File: src/hdl/rmh_map.svh
// Offsets, field positions and timing counts of the mask ROM host.
// Assumes a 20 MHz mclk; included by bare name wherever needed.
`ifndef RMH_MAP_SVH
`define RMH_MAP_SVH

// Clock and ROM pin timing
`define RMH_CLK_MHZ      20
`define RMH_CLK_NS       (1000 / `RMH_CLK_MHZ)
`define RMH_T_ACC_NS     350
`define RMH_T_CO_NS      150
`define RMH_T_DHD_NS     150
`define RMH_ACC_CYC      ((`RMH_T_ACC_NS + `RMH_CLK_NS - 1) / `RMH_CLK_NS)
`define RMH_CO_CYC       ((`RMH_T_CO_NS + `RMH_CLK_NS - 1) / `RMH_CLK_NS)
`define RMH_DHD_CYC      ((`RMH_T_DHD_NS + `RMH_CLK_NS - 1) / `RMH_CLK_NS)
`define RMH_SYNC_CYC     2

// Register byte offsets
`define RMH_OFF_CTRL     5'h00
`define RMH_OFF_ADDR     5'h04
`define RMH_OFF_DATA     5'h08
`define RMH_OFF_STAT     5'h0C
`define RMH_OFF_IMG      5'h10
`define RMH_OFF_IMGST    5'h14

// Field positions
`define RMH_CTRL_START   0
`define RMH_CTRL_FIG     1
`define RMH_IMG_RESTART  8
`define RMH_IMG_NIB      9

// Content image layout
`define RMH_ID_MAX       64
`define RMH_LINE_FIGS    64
`define RMH_LINES        32
`define RMH_CHR_CR       8'h0D
`define RMH_CHR_LF       8'h0A

`endif

File: src/hdl/rmh_pkg.sv
// Types and helpers of the mask ROM host.
// Assumes nothing beyond a SystemVerilog compiler.
package rmh_pkg;

  // Mask option of one select pin
  typedef enum logic [1:0] {RMH_SEL_HIGH, RMH_SEL_LOW, RMH_SEL_NC} rmh_sel_t;

  // Hex figure test, ASCII 0-9, A-F, a-f
  function automatic logic rmh_is_hex(input logic [7:0] c);
    rmh_is_hex = (c >= 8'h30 && c <= 8'h39) || (c >= 8'h41 && c <= 8'h46)
              || (c >= 8'h61 && c <= 8'h66);
  endfunction

  // Hex figure value
  function automatic logic [3:0] rmh_hex_val(input logic [7:0] c);
    if (c <= 8'h39) begin
      rmh_hex_val = c[3:0];
    end else begin
      rmh_hex_val = 4'(c[3:0] + 4'h9);
    end
  endfunction

endpackage

File: src/hdl/rmh_image_check.sv
// Content image checker: walks an image one character at a time.
// Assumes characters arrive from the register slave on mclk.
`timescale 1ns/100ps
`default_nettype none
`include "rmh_map.svh"

module rmh_image_check
  import rmh_pkg::*;
(
  input  wire logic        mclk,      // System clock
  input  wire logic        sys_rst,   // Sync reset, high
  input  wire logic [7:0]  chr,       // Image character
  input  wire logic        chr_push,  // Character strobe
  input  wire logic        restart,   // Begin a new image
  input  wire logic        nib_mode,  // 2048 x 4 arrangement
  output logic             img_ok,    // Whole image accepted
  output logic             img_err,   // Format fault seen
  output logic [5:0]       img_lines, // Lines completed
  output logic [10:0]      word_addr, // Last word address
  output logic [7:0]       word_data  // Last word value
);

  typedef enum {ST_ID, ST_ID_LF, ST_FIG, ST_LF, ST_DONE, ST_ERR} rmh_img_st_t;

  rmh_img_st_t st;
  logic [6:0]  id_cnt;
  logic [6:0]  fig_cnt;
  logic [11:0] total;
  logic [3:0]  hi_nib;
  logic        is_hex;
  logic [3:0]  val;

  assign is_hex = rmh_is_hex(chr);
  assign val    = rmh_hex_val(chr);

  ////////////////////////////////////////////////////////////////////////
  // Format walk; ident, CR LF, then 32 lines of 64 figures
  always_ff @(posedge mclk) begin
    if (sys_rst || restart) begin
      st        <= ST_ID;
      id_cnt    <= 7'h00;
      fig_cnt   <= 7'h00;
      img_lines <= 6'h00;
    end else if (chr_push) begin
      case (st)
        ST_ID: begin
          if (chr == `RMH_CHR_CR && id_cnt != 7'h00) begin
            st <= ST_ID_LF;
          end else if (chr == `RMH_CHR_CR || chr == `RMH_CHR_LF) begin
            st <= ST_ERR;
          end else if (id_cnt == 7'(`RMH_ID_MAX)) begin
            st <= ST_ERR;
          end else begin
            id_cnt <= 7'(id_cnt + 7'h01);
          end
        end
        ST_ID_LF: begin
          st      <= (chr == `RMH_CHR_LF) ? ST_FIG : ST_ERR;
          fig_cnt <= 7'h00;
        end
        ST_FIG: begin
          if (is_hex && fig_cnt != 7'(`RMH_LINE_FIGS)) begin
            fig_cnt <= 7'(fig_cnt + 7'h01);
          end else if (chr == `RMH_CHR_CR && fig_cnt == 7'(`RMH_LINE_FIGS)) begin
            st <= ST_LF;
          end else begin
            st <= ST_ERR;
          end
        end
        ST_LF: begin
          if (chr != `RMH_CHR_LF) begin
            st <= ST_ERR;
          end else begin
            img_lines <= 6'(img_lines + 6'h01);
            fig_cnt   <= 7'h00;
            st <= (img_lines == 6'(`RMH_LINES - 1)) ? ST_DONE : ST_FIG;
          end
        end
        ST_DONE:  st <= ST_ERR; // Nothing may follow the last line
        default:  st <= ST_ERR;
      endcase
    end
  end

  assign img_ok  = (st == ST_DONE);
  assign img_err = (st == ST_ERR);

  ////////////////////////////////////////////////////////////////////////
  // Word assembly; pairs in byte mode, single figures in nibble mode
  always_ff @(posedge mclk) begin
    if (sys_rst || restart) begin
      total     <= 12'h000;
      hi_nib    <= 4'h0;
      word_addr <= 11'h000;
      word_data <= 8'h00;
    end else if (chr_push && st == ST_FIG && is_hex
                 && fig_cnt != 7'(`RMH_LINE_FIGS)) begin
      total <= 12'(total + 12'h001);
      if (nib_mode) begin
        word_addr <= total[10:0];
        word_data <= {4'h0, val};
      end else if (!total[0]) begin
        hi_nib <= val;
      end else begin
        word_addr <= {1'b0, total[10:1]};
        word_data <= {hi_nib, val};
      end
    end
  end

  ////////////////////////////////////////////////////////////////////////
  // Checks
  property p_id_limit;
    @(posedge mclk) disable iff (sys_rst)
      (chr_push && !restart && st == ST_ID && id_cnt == 7'(`RMH_ID_MAX)
       && chr != `RMH_CHR_CR) |=> img_err;
  endproperty
  a_id_limit: assert property (p_id_limit)
    else $error("identification longer than limit not flagged");

  property p_line_end;
    @(posedge mclk) disable iff (sys_rst)
      (chr_push && !restart && st == ST_FIG && fig_cnt == 7'(`RMH_LINE_FIGS)
       && chr != `RMH_CHR_CR) |=> img_err;
  endproperty
  a_line_end: assert property (p_line_end)
    else $error("line without CR LF not flagged");

  property p_nib_word;
    @(posedge mclk) disable iff (sys_rst)
      (chr_push && !restart && nib_mode && st == ST_FIG && is_hex
       && fig_cnt != 7'(`RMH_LINE_FIGS))
      |=> word_data == {4'h0, $past(val)} && word_addr == $past(total[10:0]);
  endproperty
  a_nib_word: assert property (p_nib_word)
    else $error("nibble word placed wrongly");

endmodule
`default_nettype wire

File: src/hdl/rmh_rom_host.sv
// Host controller for a 1024 x 8 mask ROM with four mask-set selects.
// Assumes an Avalon-MM master on mclk and the ROM on asynchronous pins.
//
// Implementation choices: the address map and the Avalon-MM slave port.
`timescale 1ns/100ps
`default_nettype none
`include "rmh_map.svh"

// Contract
// - Unconnected selects occupy only the highest positions, with no gap.
// - Image byte is two figures: first D7-D4, second D3-D0.
// - Image is 32 lines of 64 figures, ascending, first line bytes 0-31.
// - In 2048 x 4 arrangement each figure is one word on D3-D0.
// - At most 64 ident characters, ended by CR LF, never leading CR/LF.
// - Every data line, the last too, ends with CR then LF.
module rmh_rom_host
  import rmh_pkg::*;
#(
  parameter rmh_sel_t SEL_ONE_CFG   = RMH_SEL_HIGH, // Mask level of select one
  parameter rmh_sel_t SEL_TWO_CFG   = RMH_SEL_LOW,  // Mask level of select two
  parameter rmh_sel_t SEL_THREE_CFG = RMH_SEL_NC,   // Mask level of select three
  parameter rmh_sel_t SEL_FOUR_CFG  = RMH_SEL_NC    // Mask level of select four
)(
  input  wire logic        mclk,               // 20 MHz clock
  input  wire logic        sys_rst,            // Sync reset, high
  input  wire logic [4:0]  avs_address,        // Byte address
  input  wire logic        avs_read,           // Read request
  input  wire logic        avs_write,          // Write request
  input  wire logic [31:0] avs_writedata,      // Write data
  output logic [31:0]      avs_readdata,       // Read data
  output logic             avs_waitrequest,    // Stall
  output logic [9:0]       rom_addr,           // ROM address pins
  output logic             select_input_one,   // ROM select 1
  output logic             select_input_two,   // ROM select 2
  output logic             select_input_three, // ROM select 3
  output logic             select_input_four,  // ROM select 4
  input  wire logic [7:0]  rom_data            // ROM data pins
);

  typedef enum {PH_IDLE, PH_ACCESS, PH_HOLD} rmh_phase_t;

  // Select pin level for a mask option
  function automatic logic sel_level(input rmh_sel_t cfg, input logic act);
    case (cfg)
      RMH_SEL_HIGH: sel_level = act;
      RMH_SEL_LOW:  sel_level = ~act;
      default:      sel_level = 1'b0; // Unconnected pin, any level
    endcase
  endfunction

  rmh_phase_t  phase;
  logic [3:0]  wait_cnt;
  logic        ack;
  logic        take;
  logic        req;
  logic [10:0] index;
  logic        fig_mode;
  logic        start;
  logic        done;
  logic [7:0]  byte_q;
  logic [3:0]  fig_q;
  logic [10:0] index_q;
  logic [7:0]  data_s1;
  logic [7:0]  data_s2;
  logic        sel_act;
  logic        cfg_ok;
  logic        img_push;
  logic        img_restart;
  logic        img_nib;
  logic        img_ok;
  logic        img_err;
  logic [5:0]  img_lines;
  logic [10:0] word_addr;
  logic [7:0]  word_data;
  logic [31:0] next_readdata;

  ////////////////////////////////////////////////////////////////////////
  // Select order check; a gap below a connected select is a bad mask
  assign cfg_ok = (SEL_ONE_CFG != RMH_SEL_NC)
               && !(SEL_TWO_CFG == RMH_SEL_NC && SEL_THREE_CFG != RMH_SEL_NC)
               && !(SEL_THREE_CFG == RMH_SEL_NC && SEL_FOUR_CFG != RMH_SEL_NC);

  ////////////////////////////////////////////////////////////////////////
  // Avalon slave; one wait state, so read data come from a flop
  assign req             = avs_read | avs_write;
  assign avs_waitrequest = req & ~ack;
  assign take            = req & ack;
  assign start    = take && avs_write && avs_address == `RMH_OFF_CTRL
                 && avs_writedata[`RMH_CTRL_START] && phase == PH_IDLE;
  assign img_push = take && avs_write && avs_address == `RMH_OFF_IMG;
  assign img_restart = img_push && avs_writedata[`RMH_IMG_RESTART];

  always_ff @(posedge mclk) begin
    if (sys_rst) begin
      ack <= 1'b0;
    end else begin
      ack <= req & ~ack;
    end
  end

  // Read mux, sampled in the stall cycle
  always_comb begin
    next_readdata = 32'h0000_0000;
    case (avs_address)
      `RMH_OFF_CTRL:  next_readdata = {30'h0, fig_mode, 1'b0};
      `RMH_OFF_ADDR:  next_readdata = {21'h0, index};
      `RMH_OFF_DATA:  next_readdata = {9'h0, index_q[5:0], index_q[10:6], fig_q, byte_q};
      `RMH_OFF_STAT:  next_readdata = {29'h0, cfg_ok, done, phase != PH_IDLE};
      `RMH_OFF_IMG:   next_readdata = {22'h0, img_nib, 9'h0};
      `RMH_OFF_IMGST: next_readdata = {5'h0, word_data, word_addr, img_lines, img_err, img_ok};
      default:        next_readdata = 32'h0000_0000;
    endcase
  end

  always_ff @(posedge mclk) begin
    if (sys_rst) begin
      avs_readdata <= 32'h0000_0000;
    end else if (avs_read && !ack) begin
      avs_readdata <= next_readdata;
    end
  end

  // Control registers
  always_ff @(posedge mclk) begin
    if (sys_rst) begin
      index    <= 11'h000;
      fig_mode <= 1'b0;
      img_nib  <= 1'b0;
    end else if (take && avs_write) begin
      if (avs_address == `RMH_OFF_ADDR && phase == PH_IDLE) begin
        index <= avs_writedata[10:0];
      end
      if (avs_address == `RMH_OFF_CTRL && phase == PH_IDLE) begin
        fig_mode <= avs_writedata[`RMH_CTRL_FIG];
      end
      if (img_restart) begin
        img_nib <= avs_writedata[`RMH_IMG_NIB];
      end
    end
  end

  ////////////////////////////////////////////////////////////////////////
  // Data pins come from another domain; two flops before use
  always_ff @(posedge mclk) begin
    if (sys_rst) begin
      data_s1 <= 8'h00;
      data_s2 <= 8'h00;
    end else begin
      data_s1 <= rom_data;
      data_s2 <= data_s1;
    end
  end

  ////////////////////////////////////////////////////////////////////////
  // Pin sequencer; address and selects held until data settle, then a
  // deselect gap so the ROM has floated before any other driver
  always_ff @(posedge mclk) begin
    if (sys_rst) begin
      phase    <= PH_IDLE;
      wait_cnt <= 4'h0;
      sel_act  <= 1'b0;
      rom_addr <= 10'h000;
      done     <= 1'b0;
      byte_q   <= 8'h00;
      fig_q    <= 4'h0;
      index_q  <= 11'h000;
    end else begin
      case (phase)
        PH_IDLE: begin
          // Mode comes from the starting write itself; fig_mode lands too late
          if (start) begin
            rom_addr <= avs_writedata[`RMH_CTRL_FIG] ? index[10:1] : index[9:0];
            index_q  <= avs_writedata[`RMH_CTRL_FIG] ? index : {index[9:0], 1'b0};
            sel_act  <= 1'b1;
            done     <= 1'b0;
            wait_cnt <= 4'h0;
            phase    <= PH_ACCESS;
          end
        end
        PH_ACCESS: begin
          // Access covers both address and select delays plus the sync;
          // one spare cycle so the pins are never sampled right at the limit
          if (wait_cnt == 4'(`RMH_ACC_CYC + `RMH_SYNC_CYC)) begin
            byte_q   <= data_s2;
            fig_q    <= index_q[0] ? data_s2[3:0] : data_s2[7:4];
            sel_act  <= 1'b0;
            wait_cnt <= 4'h0;
            phase    <= PH_HOLD;
          end else begin
            wait_cnt <= 4'(wait_cnt + 4'h1);
          end
        end
        PH_HOLD: begin
          // Selects drop a cycle after this phase starts, so count one more
          if (wait_cnt == 4'(`RMH_DHD_CYC)) begin
            done  <= 1'b1;
            phase <= PH_IDLE;
          end else begin
            wait_cnt <= 4'(wait_cnt + 4'h1);
          end
        end
        default: phase <= PH_IDLE;
      endcase
    end
  end

  // Select pins from the mask options; reset shows the inactive levels
  always_ff @(posedge mclk) begin
    if (sys_rst) begin
      select_input_one   <= sel_level(SEL_ONE_CFG, 1'b0);
      select_input_two   <= sel_level(SEL_TWO_CFG, 1'b0);
      select_input_three <= sel_level(SEL_THREE_CFG, 1'b0);
      select_input_four  <= sel_level(SEL_FOUR_CFG, 1'b0);
    end else begin
      select_input_one   <= sel_level(SEL_ONE_CFG, sel_act);
      select_input_two   <= sel_level(SEL_TWO_CFG, sel_act);
      select_input_three <= sel_level(SEL_THREE_CFG, sel_act);
      select_input_four  <= sel_level(SEL_FOUR_CFG, sel_act);
    end
  end

  ////////////////////////////////////////////////////////////////////////
  // Image format checker
  rmh_image_check u_check (
    .mclk      (mclk),
    .sys_rst   (sys_rst),
    .chr       (avs_writedata[7:0]),
    .chr_push  (img_push && !img_restart),
    .restart   (img_restart),
    .nib_mode  (img_nib),
    .img_ok    (img_ok),
    .img_err   (img_err),
    .img_lines (img_lines),
    .word_addr (word_addr),
    .word_data (word_data)
  );

  ////////////////////////////////////////////////////////////////////////
  // Checks
  property p_sel_order;
    @(posedge mclk) disable iff (sys_rst) cfg_ok;
  endproperty
  a_sel_order: assert property (p_sel_order)
    else $error("unconnected select below a connected one");

  property p_fig_pick;
    @(posedge mclk) disable iff (sys_rst)
      $rose(done) |-> fig_q == (index_q[0] ? byte_q[3:0] : byte_q[7:4]);
  endproperty
  a_fig_pick: assert property (p_fig_pick)
    else $error("figure not taken from the right half of the byte");

  property p_line_pos;
    @(posedge mclk) disable iff (sys_rst)
      start && avs_writedata[`RMH_CTRL_FIG]
      |=> index_q == $past(index) && rom_addr == $past(index[10:1]);
  endproperty
  a_line_pos: assert property (p_line_pos)
    else $error("figure index maps to wrong byte");

endmodule
`default_nettype wire

File: config.mk
export PLATFORM = sky130hd
export DESIGN_NAME = rmh_rom_host
export DESIGN_NICKNAME = d
export VERILOG_FILES = /design/src/hdl/rmh_pkg.sv /design/src/hdl/rmh_image_check.sv /design/src/hdl/rmh_rom_host.sv
export VERILOG_INCLUDE_DIRS = /design/src /design/src/hdl
export SDC_FILE = /design/constraint.sdc
export NUM_CORES = 1
export LEC_CHECK = 0
export BUFFER_PORTS_ARGS = -buffer_cell sky130_fd_sc_hd__buf_2
export CAP_MARGIN = 15
export CELL_PAD_IN_SITES_DETAIL_PLACEMENT = 2
export CELL_PAD_IN_SITES_GLOBAL_PLACEMENT = 2
export CORE_MARGIN = 2
export CORE_UTILIZATION = 30
export DETAILED_ROUTE_END_ITERATION = 8
export GPL_ROUTABILITY_DRIVEN = 0
export PLACE_DENSITY = 0.67
export SYNTH_ARGS = -nofsm -noshare
export SYNTH_HDL_FRONTEND = slang
export SYNTH_HIERARCHICAL = 1
export SYNTH_SLANG_ARGS = --single-unit
File: constraint.sdc
create_clock -name mclk -period 3.82 [get_ports mclk]
set_clock_uncertainty 0.1 [all_clocks]
set_input_delay 0.382 -clock mclk [delete_from_list [all_inputs] [get_ports mclk]]
set_output_delay 0.382 -clock mclk [all_outputs]
set_load 0.02 [all_outputs]
# == Yosys cells after proc, flatten, opt, wreduce, memory -nomap -nowiden ==
# Cells that the tools add are included.
# op_classes
muxes,35
n_eq_ne,30
n_addsub,6
order_cmp,6
bitwise,11
n_reduce_logical,51
# ops
operator,n
$mux 32,8
$pmux 27 s6,1
$pmux 32 s4,1
$eq 32x2->1 const B,3
$logic_not 32->1,3
$pmux 32 s3,1
$eq 32x1->1 const B,2
$eq 32x4->1 const B,2
$mux 11,3
$eq 32x3->1 const B,1
$reduce_bool 32->1,1
$pmux 7 s3,1
$reduce_and 3->1,7
$mux 4,5
$logic_and 1x1->1,19
$eq 8x4->1 const B,2
$ge 8x7->1 const B,2
$le 8x7->1 const B,2
$mux 8,2
$add 7x1->7 const B,2
$eq 7x7->1 const B,2
$mux 7,2
$add 12x1->12 const B,1
$ne 2x2->1 const B,6
32 further kinds,60
# totals
out_inout_bits,47
register_bits,222

# == Depth between registers and ports, before layout ==
# depth
ltp_word,11
mapped_depth,10
ltp_nobuf,8

# == Modules after synthesis ==
# Netlist, hierarchy kept.
# modules_own_cells
module,area_each_um2,instances,seq_area_each_um2,cells_each
rmh_rom_host,3852.4,1,1801.7,420
rmh_image_check,2976.6,1,1141.1,350

# == Worst setup path before layout ==
# OpenSTA, ideal clock, no wires.
# synth_path
path_type,input to register
startpoint,in avs_address[2]
endpoint,reg u_check.word_data[5]
n_path_buf,3
cell_stages,10
path_slack_ns,1.233
setup_time_ns,0.115
required_ns,3.605
t_arrival_ns,2.372
cell_sequence,buf_2 > and4bb_2 > nand3_1 > nor2_1 > nand2b_1 > clkbuf_1 > or4_1 > buf_2 > and3_1 > a31o_1
# synth_via
elab_chain_cells,9
word_cells_on_any_way,10
# synth_rtl
item,line_no,source
from (decl),rmh_rom_host.sv:26,"input wire logic [4:0] avs_address,"
$eq 5x5->1 *,-,
$logic_and 1x1->1 (no line) *,-,
$logic_and 1x1->1,rmh_rom_host.sv:91,assign img_restart = img_push && avs_writedata[`RMH_IMG_RESTART];
$logic_not 1->1,rmh_rom_host.sv:228,".chr_push (img_push && !img_restart),"
$logic_and 1x1->1,rmh_rom_host.sv:228,
$logic_and 1x1->1 (3 in series),rmh_image_check.sv:96,end else if (chr_push && st == ST_FIG && is_hex
$reduce_and 2->1 (no line),-,
to (signal assigned),rmh_image_check.sv:101,"word_data <= {4'h0, val};"
to (signal assigned),rmh_image_check.sv:106,"word_data <= {hi_nib, val};"
to (decl),rmh_image_check.sv:20,output logic [7:0] word_data
# Every way passes the cells marked *; elsewhere a longest branch is shown, timed or not.
# A chain may end at the register's enable or synchronous reset.

# == Worst setup path in the final report ==
# layout_path
startpoint,reg ack
endpoint,reg u_check.word_data[6]
# layout_via
elab_chain_cells,10
word_cells_on_any_way,11
# layout_rtl
item,line_no,source
from (decl),rmh_rom_host.sv:53,logic ack;
from (signal assigned),rmh_rom_host.sv:97,ack <= req & ~ack;
$and 1x1->1 *,rmh_rom_host.sv:87,assign take = req & ack;
$logic_and 1x1->1 *,rmh_rom_host.sv:90,assign img_push = take && avs_write && avs_address == `RMH_OFF_IMG;
$logic_and 1x1->1 (no line) *,-,
$logic_and 1x1->1,rmh_rom_host.sv:91,
$logic_not 1->1,rmh_rom_host.sv:228,
$logic_and 1x1->1,rmh_rom_host.sv:228,
$logic_and 1x1->1 (3 in series),rmh_image_check.sv:96,
$reduce_and 2->1 (no line),-,
# Marked as above.

==> flow_metrics.py <==
metrics = {
    "power_and_ir_drop": {
        "vdd_drop_max_v": 0.000278,
        "internal-power_w": 0.00266,
        "p_sw_w": 0.000847,
        "clockPowerShare_pct": 50.4,
        "comb_power_share_pct": 5.2,
        "finalPower_w": 0.00350,
        "p_leak_nw": 2.77,
        "power_density_nw_per_um2": 442,
        "p_seq_share_pct": 44.4,
        "swShare_pct": 24.2,
    },
    "clock_network": {
        "cts_root_buf": "clkbuf_16",
        "insertion_delay_ns": 0.43,
        "cts.path.max_buffers": 2,
        "ctsResizeCount": 0,
        "clk_pin_slew_ns": 0.06,
        "post_cts.repair.setup_buffers": 0,
        "cts_tree": "built",
        "cts_inserted_buffers": 17,
        "ctsHoldBuffers": 0,
        "htree_levels": 4,
        "clock-sinks": 147,
    },
    "floorplanning": {
        "core_um2": 22500,
        "rows": 55,
        "dieArea_um2": 24000,
        "die_w_um": 155,
        "io_pins": 96,
        "start_util_pct": 30.3,
        "die_y_um": 155,
    },
    "grt": {
        "grt_pass1_vias": 6385,
        "grt_pass1_wl_um": 36400,
        "grt_max_degree": 41,
        "antenna_found_initial": 0,
        "grt-ovfl-total": 0,
        "track_usage_pct": 19.4,
    },
    "sta": {
        "slew_headroom_pct": 23.3,
        "fin_setup_tns_ns": 0,
        "post-route-min-period_ns": 3.10,
        "drv_slew": 0,
        "timing.final.crit_share_pct": 81.1,
        "worst-slew-pin-transition_ns": 1.15,
        "fmax_mhz": 323,
        "rsz0062_at_grt": "false",
        "hold_viol": 0,
        "setup_viol": 0,
    },
    "setup_path": {
        "crit_fanout": 11,
        "criticalPathCategory": "reg2reg",
        "start_kind": "register",
        "required_ns": 4.03,
        "worstPathArrival_ns": 3.31,
        "r2r_slack_ns": 0.72,
        "cp-end-kind": "register",
    },
    "yosys": {
        "async_flop_share_pct": 0,
        "synth_seq_area_share_pct": 43.1,
        "ys_ff_latch": 147,
        "syn_area_per_cell_um2": 8.87,
        "synth_edf_count": 0,
        "synth_area_um2": 6830,
        "synthTopCellsByArea": "dfxtp_1, mux2i_1, nand2_1, nor2_1, o21ai_0",
        "synth.largest_area_cell": "dfxtp_1",
        "syn_inst": 770,
        "synth_commonest_cells": "dfxtp_1, nand2_1, nor2_1, o21ai_0, mux2i_1",
        "yosysMostFrequentCell": "dfxtp_1",
        "synth_cell_type_count": 69,
        "yosysWarnings": 6,
        "synth_ff_type": "dfxtp_1",
        "synth_top_area_share_pct": 43.1,
    },
    "drt": {
        "wl_per_cell_um": 20.4,
        "top_layer": "met4",
        "met2_length_um": 10700,
        "drt_wl_total_um": 22600,
        "drcViolationCount": 0,
        "vias": 6005,
        "wl_met3_um": 862,
        "avgViaCountPerCell": 5.42,
        "first_pass_iters": 7,
        "drtIter0Drc": 361,
        "drt-met1-wl_um": 10800,
        "ant_nets": 0,
    },
    "finish": {
        "final_cell_area_um2": 7930,
        "final_nets": 876,
        "drive_above_1_share_pct": 15.6,
        "n_antenna_cell": 0,
        "nFillCells": 2482,
        "syn_to_final_growth_pct": 16.2,
    },
    "outcome": {
        "status": "complete, no violations",
    },
    "place": {
        "dp_hpwl_um": 16800,
        "portBuffers": 67,
        "dpl-instance-area_um2": 7320,
    },
    "min_path": {
        "worstHoldPathType": "in2reg",
    },
    "job": {
        "cap_violations": 0,
    },
}
-- worst paths after layout --
check	from	end	depth (start not counted)
worst max register to register	ack	u_check/word_data[6]	7
worst max-delay path	ack	u_check/word_data[6]	7
worst min register to register	sel_act	select_input_two	1
worst min-delay path	rom_data[6]	data_s1[6]	2
-- sequential cells by signal, summed over array words and instances (netlist names), 2 cells and up --
register and flops:
wait_cnt 4, u_check/st 3, data_s2 8, fig_q 4, index 11, u_check/img_lines 6, u_check/total 11, data_s1 8
u_check/word_data 8, avs_readdata 27, u_check/word_addr 11, byte_q 8, u_check/id_cnt 7, u_check/hi_nib 4, u_check/fig_cnt 7, rom_addr 10
phase 2
-- cell usage in the layout, fill, tap and decap left out, types with 5 or more instances in the layout --
cell type / netlist / layout
inv_1: 17 / 17
a222oi_1: 7 / 7
buf_4: 19 / 9
ha_1: 17 / 17
o211ai_1: 5 / 5
conb_1: 1 / 7
nand2_1: 77 / 77
o31ai_1: 10 / 10
dfxtp_1: 147 / 147
nor2_1: 68 / 66
nor4_1: 10 / 9
nor2b_1: 26 / 26
a211oi_1: 27 / 27
nand2b_1: 9 / 9
clkbuf_16: 0 / 17
xnor2_1: 8 / 8
nand3_1: 36 / 36
xor2_1: 5 / 5
mux2i_1: 40 / 40
nor3_1: 10 / 9
or4_1: 6 / 6
a21oi_1: 33 / 33
or3_1: 5 / 5
buf_2: 9 / 67
o21ai_0: 47 / 47
a22oi_1: 14 / 14
and3_1: 10 / 10
nand4_1: 7 / 7
-- per-layer routing --
metal,GRT usage [%],vias up
met5,0,-
met4,3.92,0
met3,3.93,10
met2,32.0,103
met1,26.5,3044
li1,-,2848
-- metrics by stage --
stage	hold WS [ns]	utilization, %	setup WS [ns]	instances
6_report	0.0746	35.3	0.722	1108
3_5_place_dp	0.328	32.5	0.500	1076
5_1_grt	0.0641	35.3	0.555	1108
2_1_floorplan	0.305	-	1.23	776
4_1_cts	0.0642	35.3	0.670	1108
3_3_place_gp	0.317	32.5	0.580	1076
-- worst max-delay path: stages, from the launching register on --
cell	delay, ns
dfxtp_1	0.43
and4bb_2	0.32
nand3_1	0.10
nor2_1	0.39
nand2b_1	0.38
or4_1	0.82
and3_1	0.27
a31o_1	0.18
-- power by group through the flow --
stage               clock (W)  sequential (W)  combinational [W]
floorplan                   0         0.00159           0.000116
global placement            0         0.00159           0.000176
detailed placement          0         0.00159           0.000183
CTS                   0.00180         0.00155           0.000184
global route          0.00188         0.00156           0.000202
finish                0.00176         0.00156           0.000184
-- logic make-up after synthesis --
group | after synthesis | share of synthesized area, %
flip-flops | 147 | 43.1
AND/OR/NAND/NOR | 296 | 22.5
buffers and inverters | 78 | 5.61
AO/OA/AOI/OAI | 177 | 17.7
other | 1 | 0.0549
adder cells (fa/ha/maj) | 17 | 3.11
XOR/XNOR | 13 | 1.67
multiplexers | 41 | 6.19
-- cell type report --
cell class	instances	area, um^2	share of cell area, %
Tap cell	285	357	4.49
Sequential cell	147	2940	37.1
Clock inverter	13	174	2.19
Timing Repair Buffer	76	403	5.08
Clock buffer	19	443	5.58
Inverter	17	63.8	0.804
Multi-Input combinational cell	551	3550	44.8
Power figures use the tool's default switching activity.
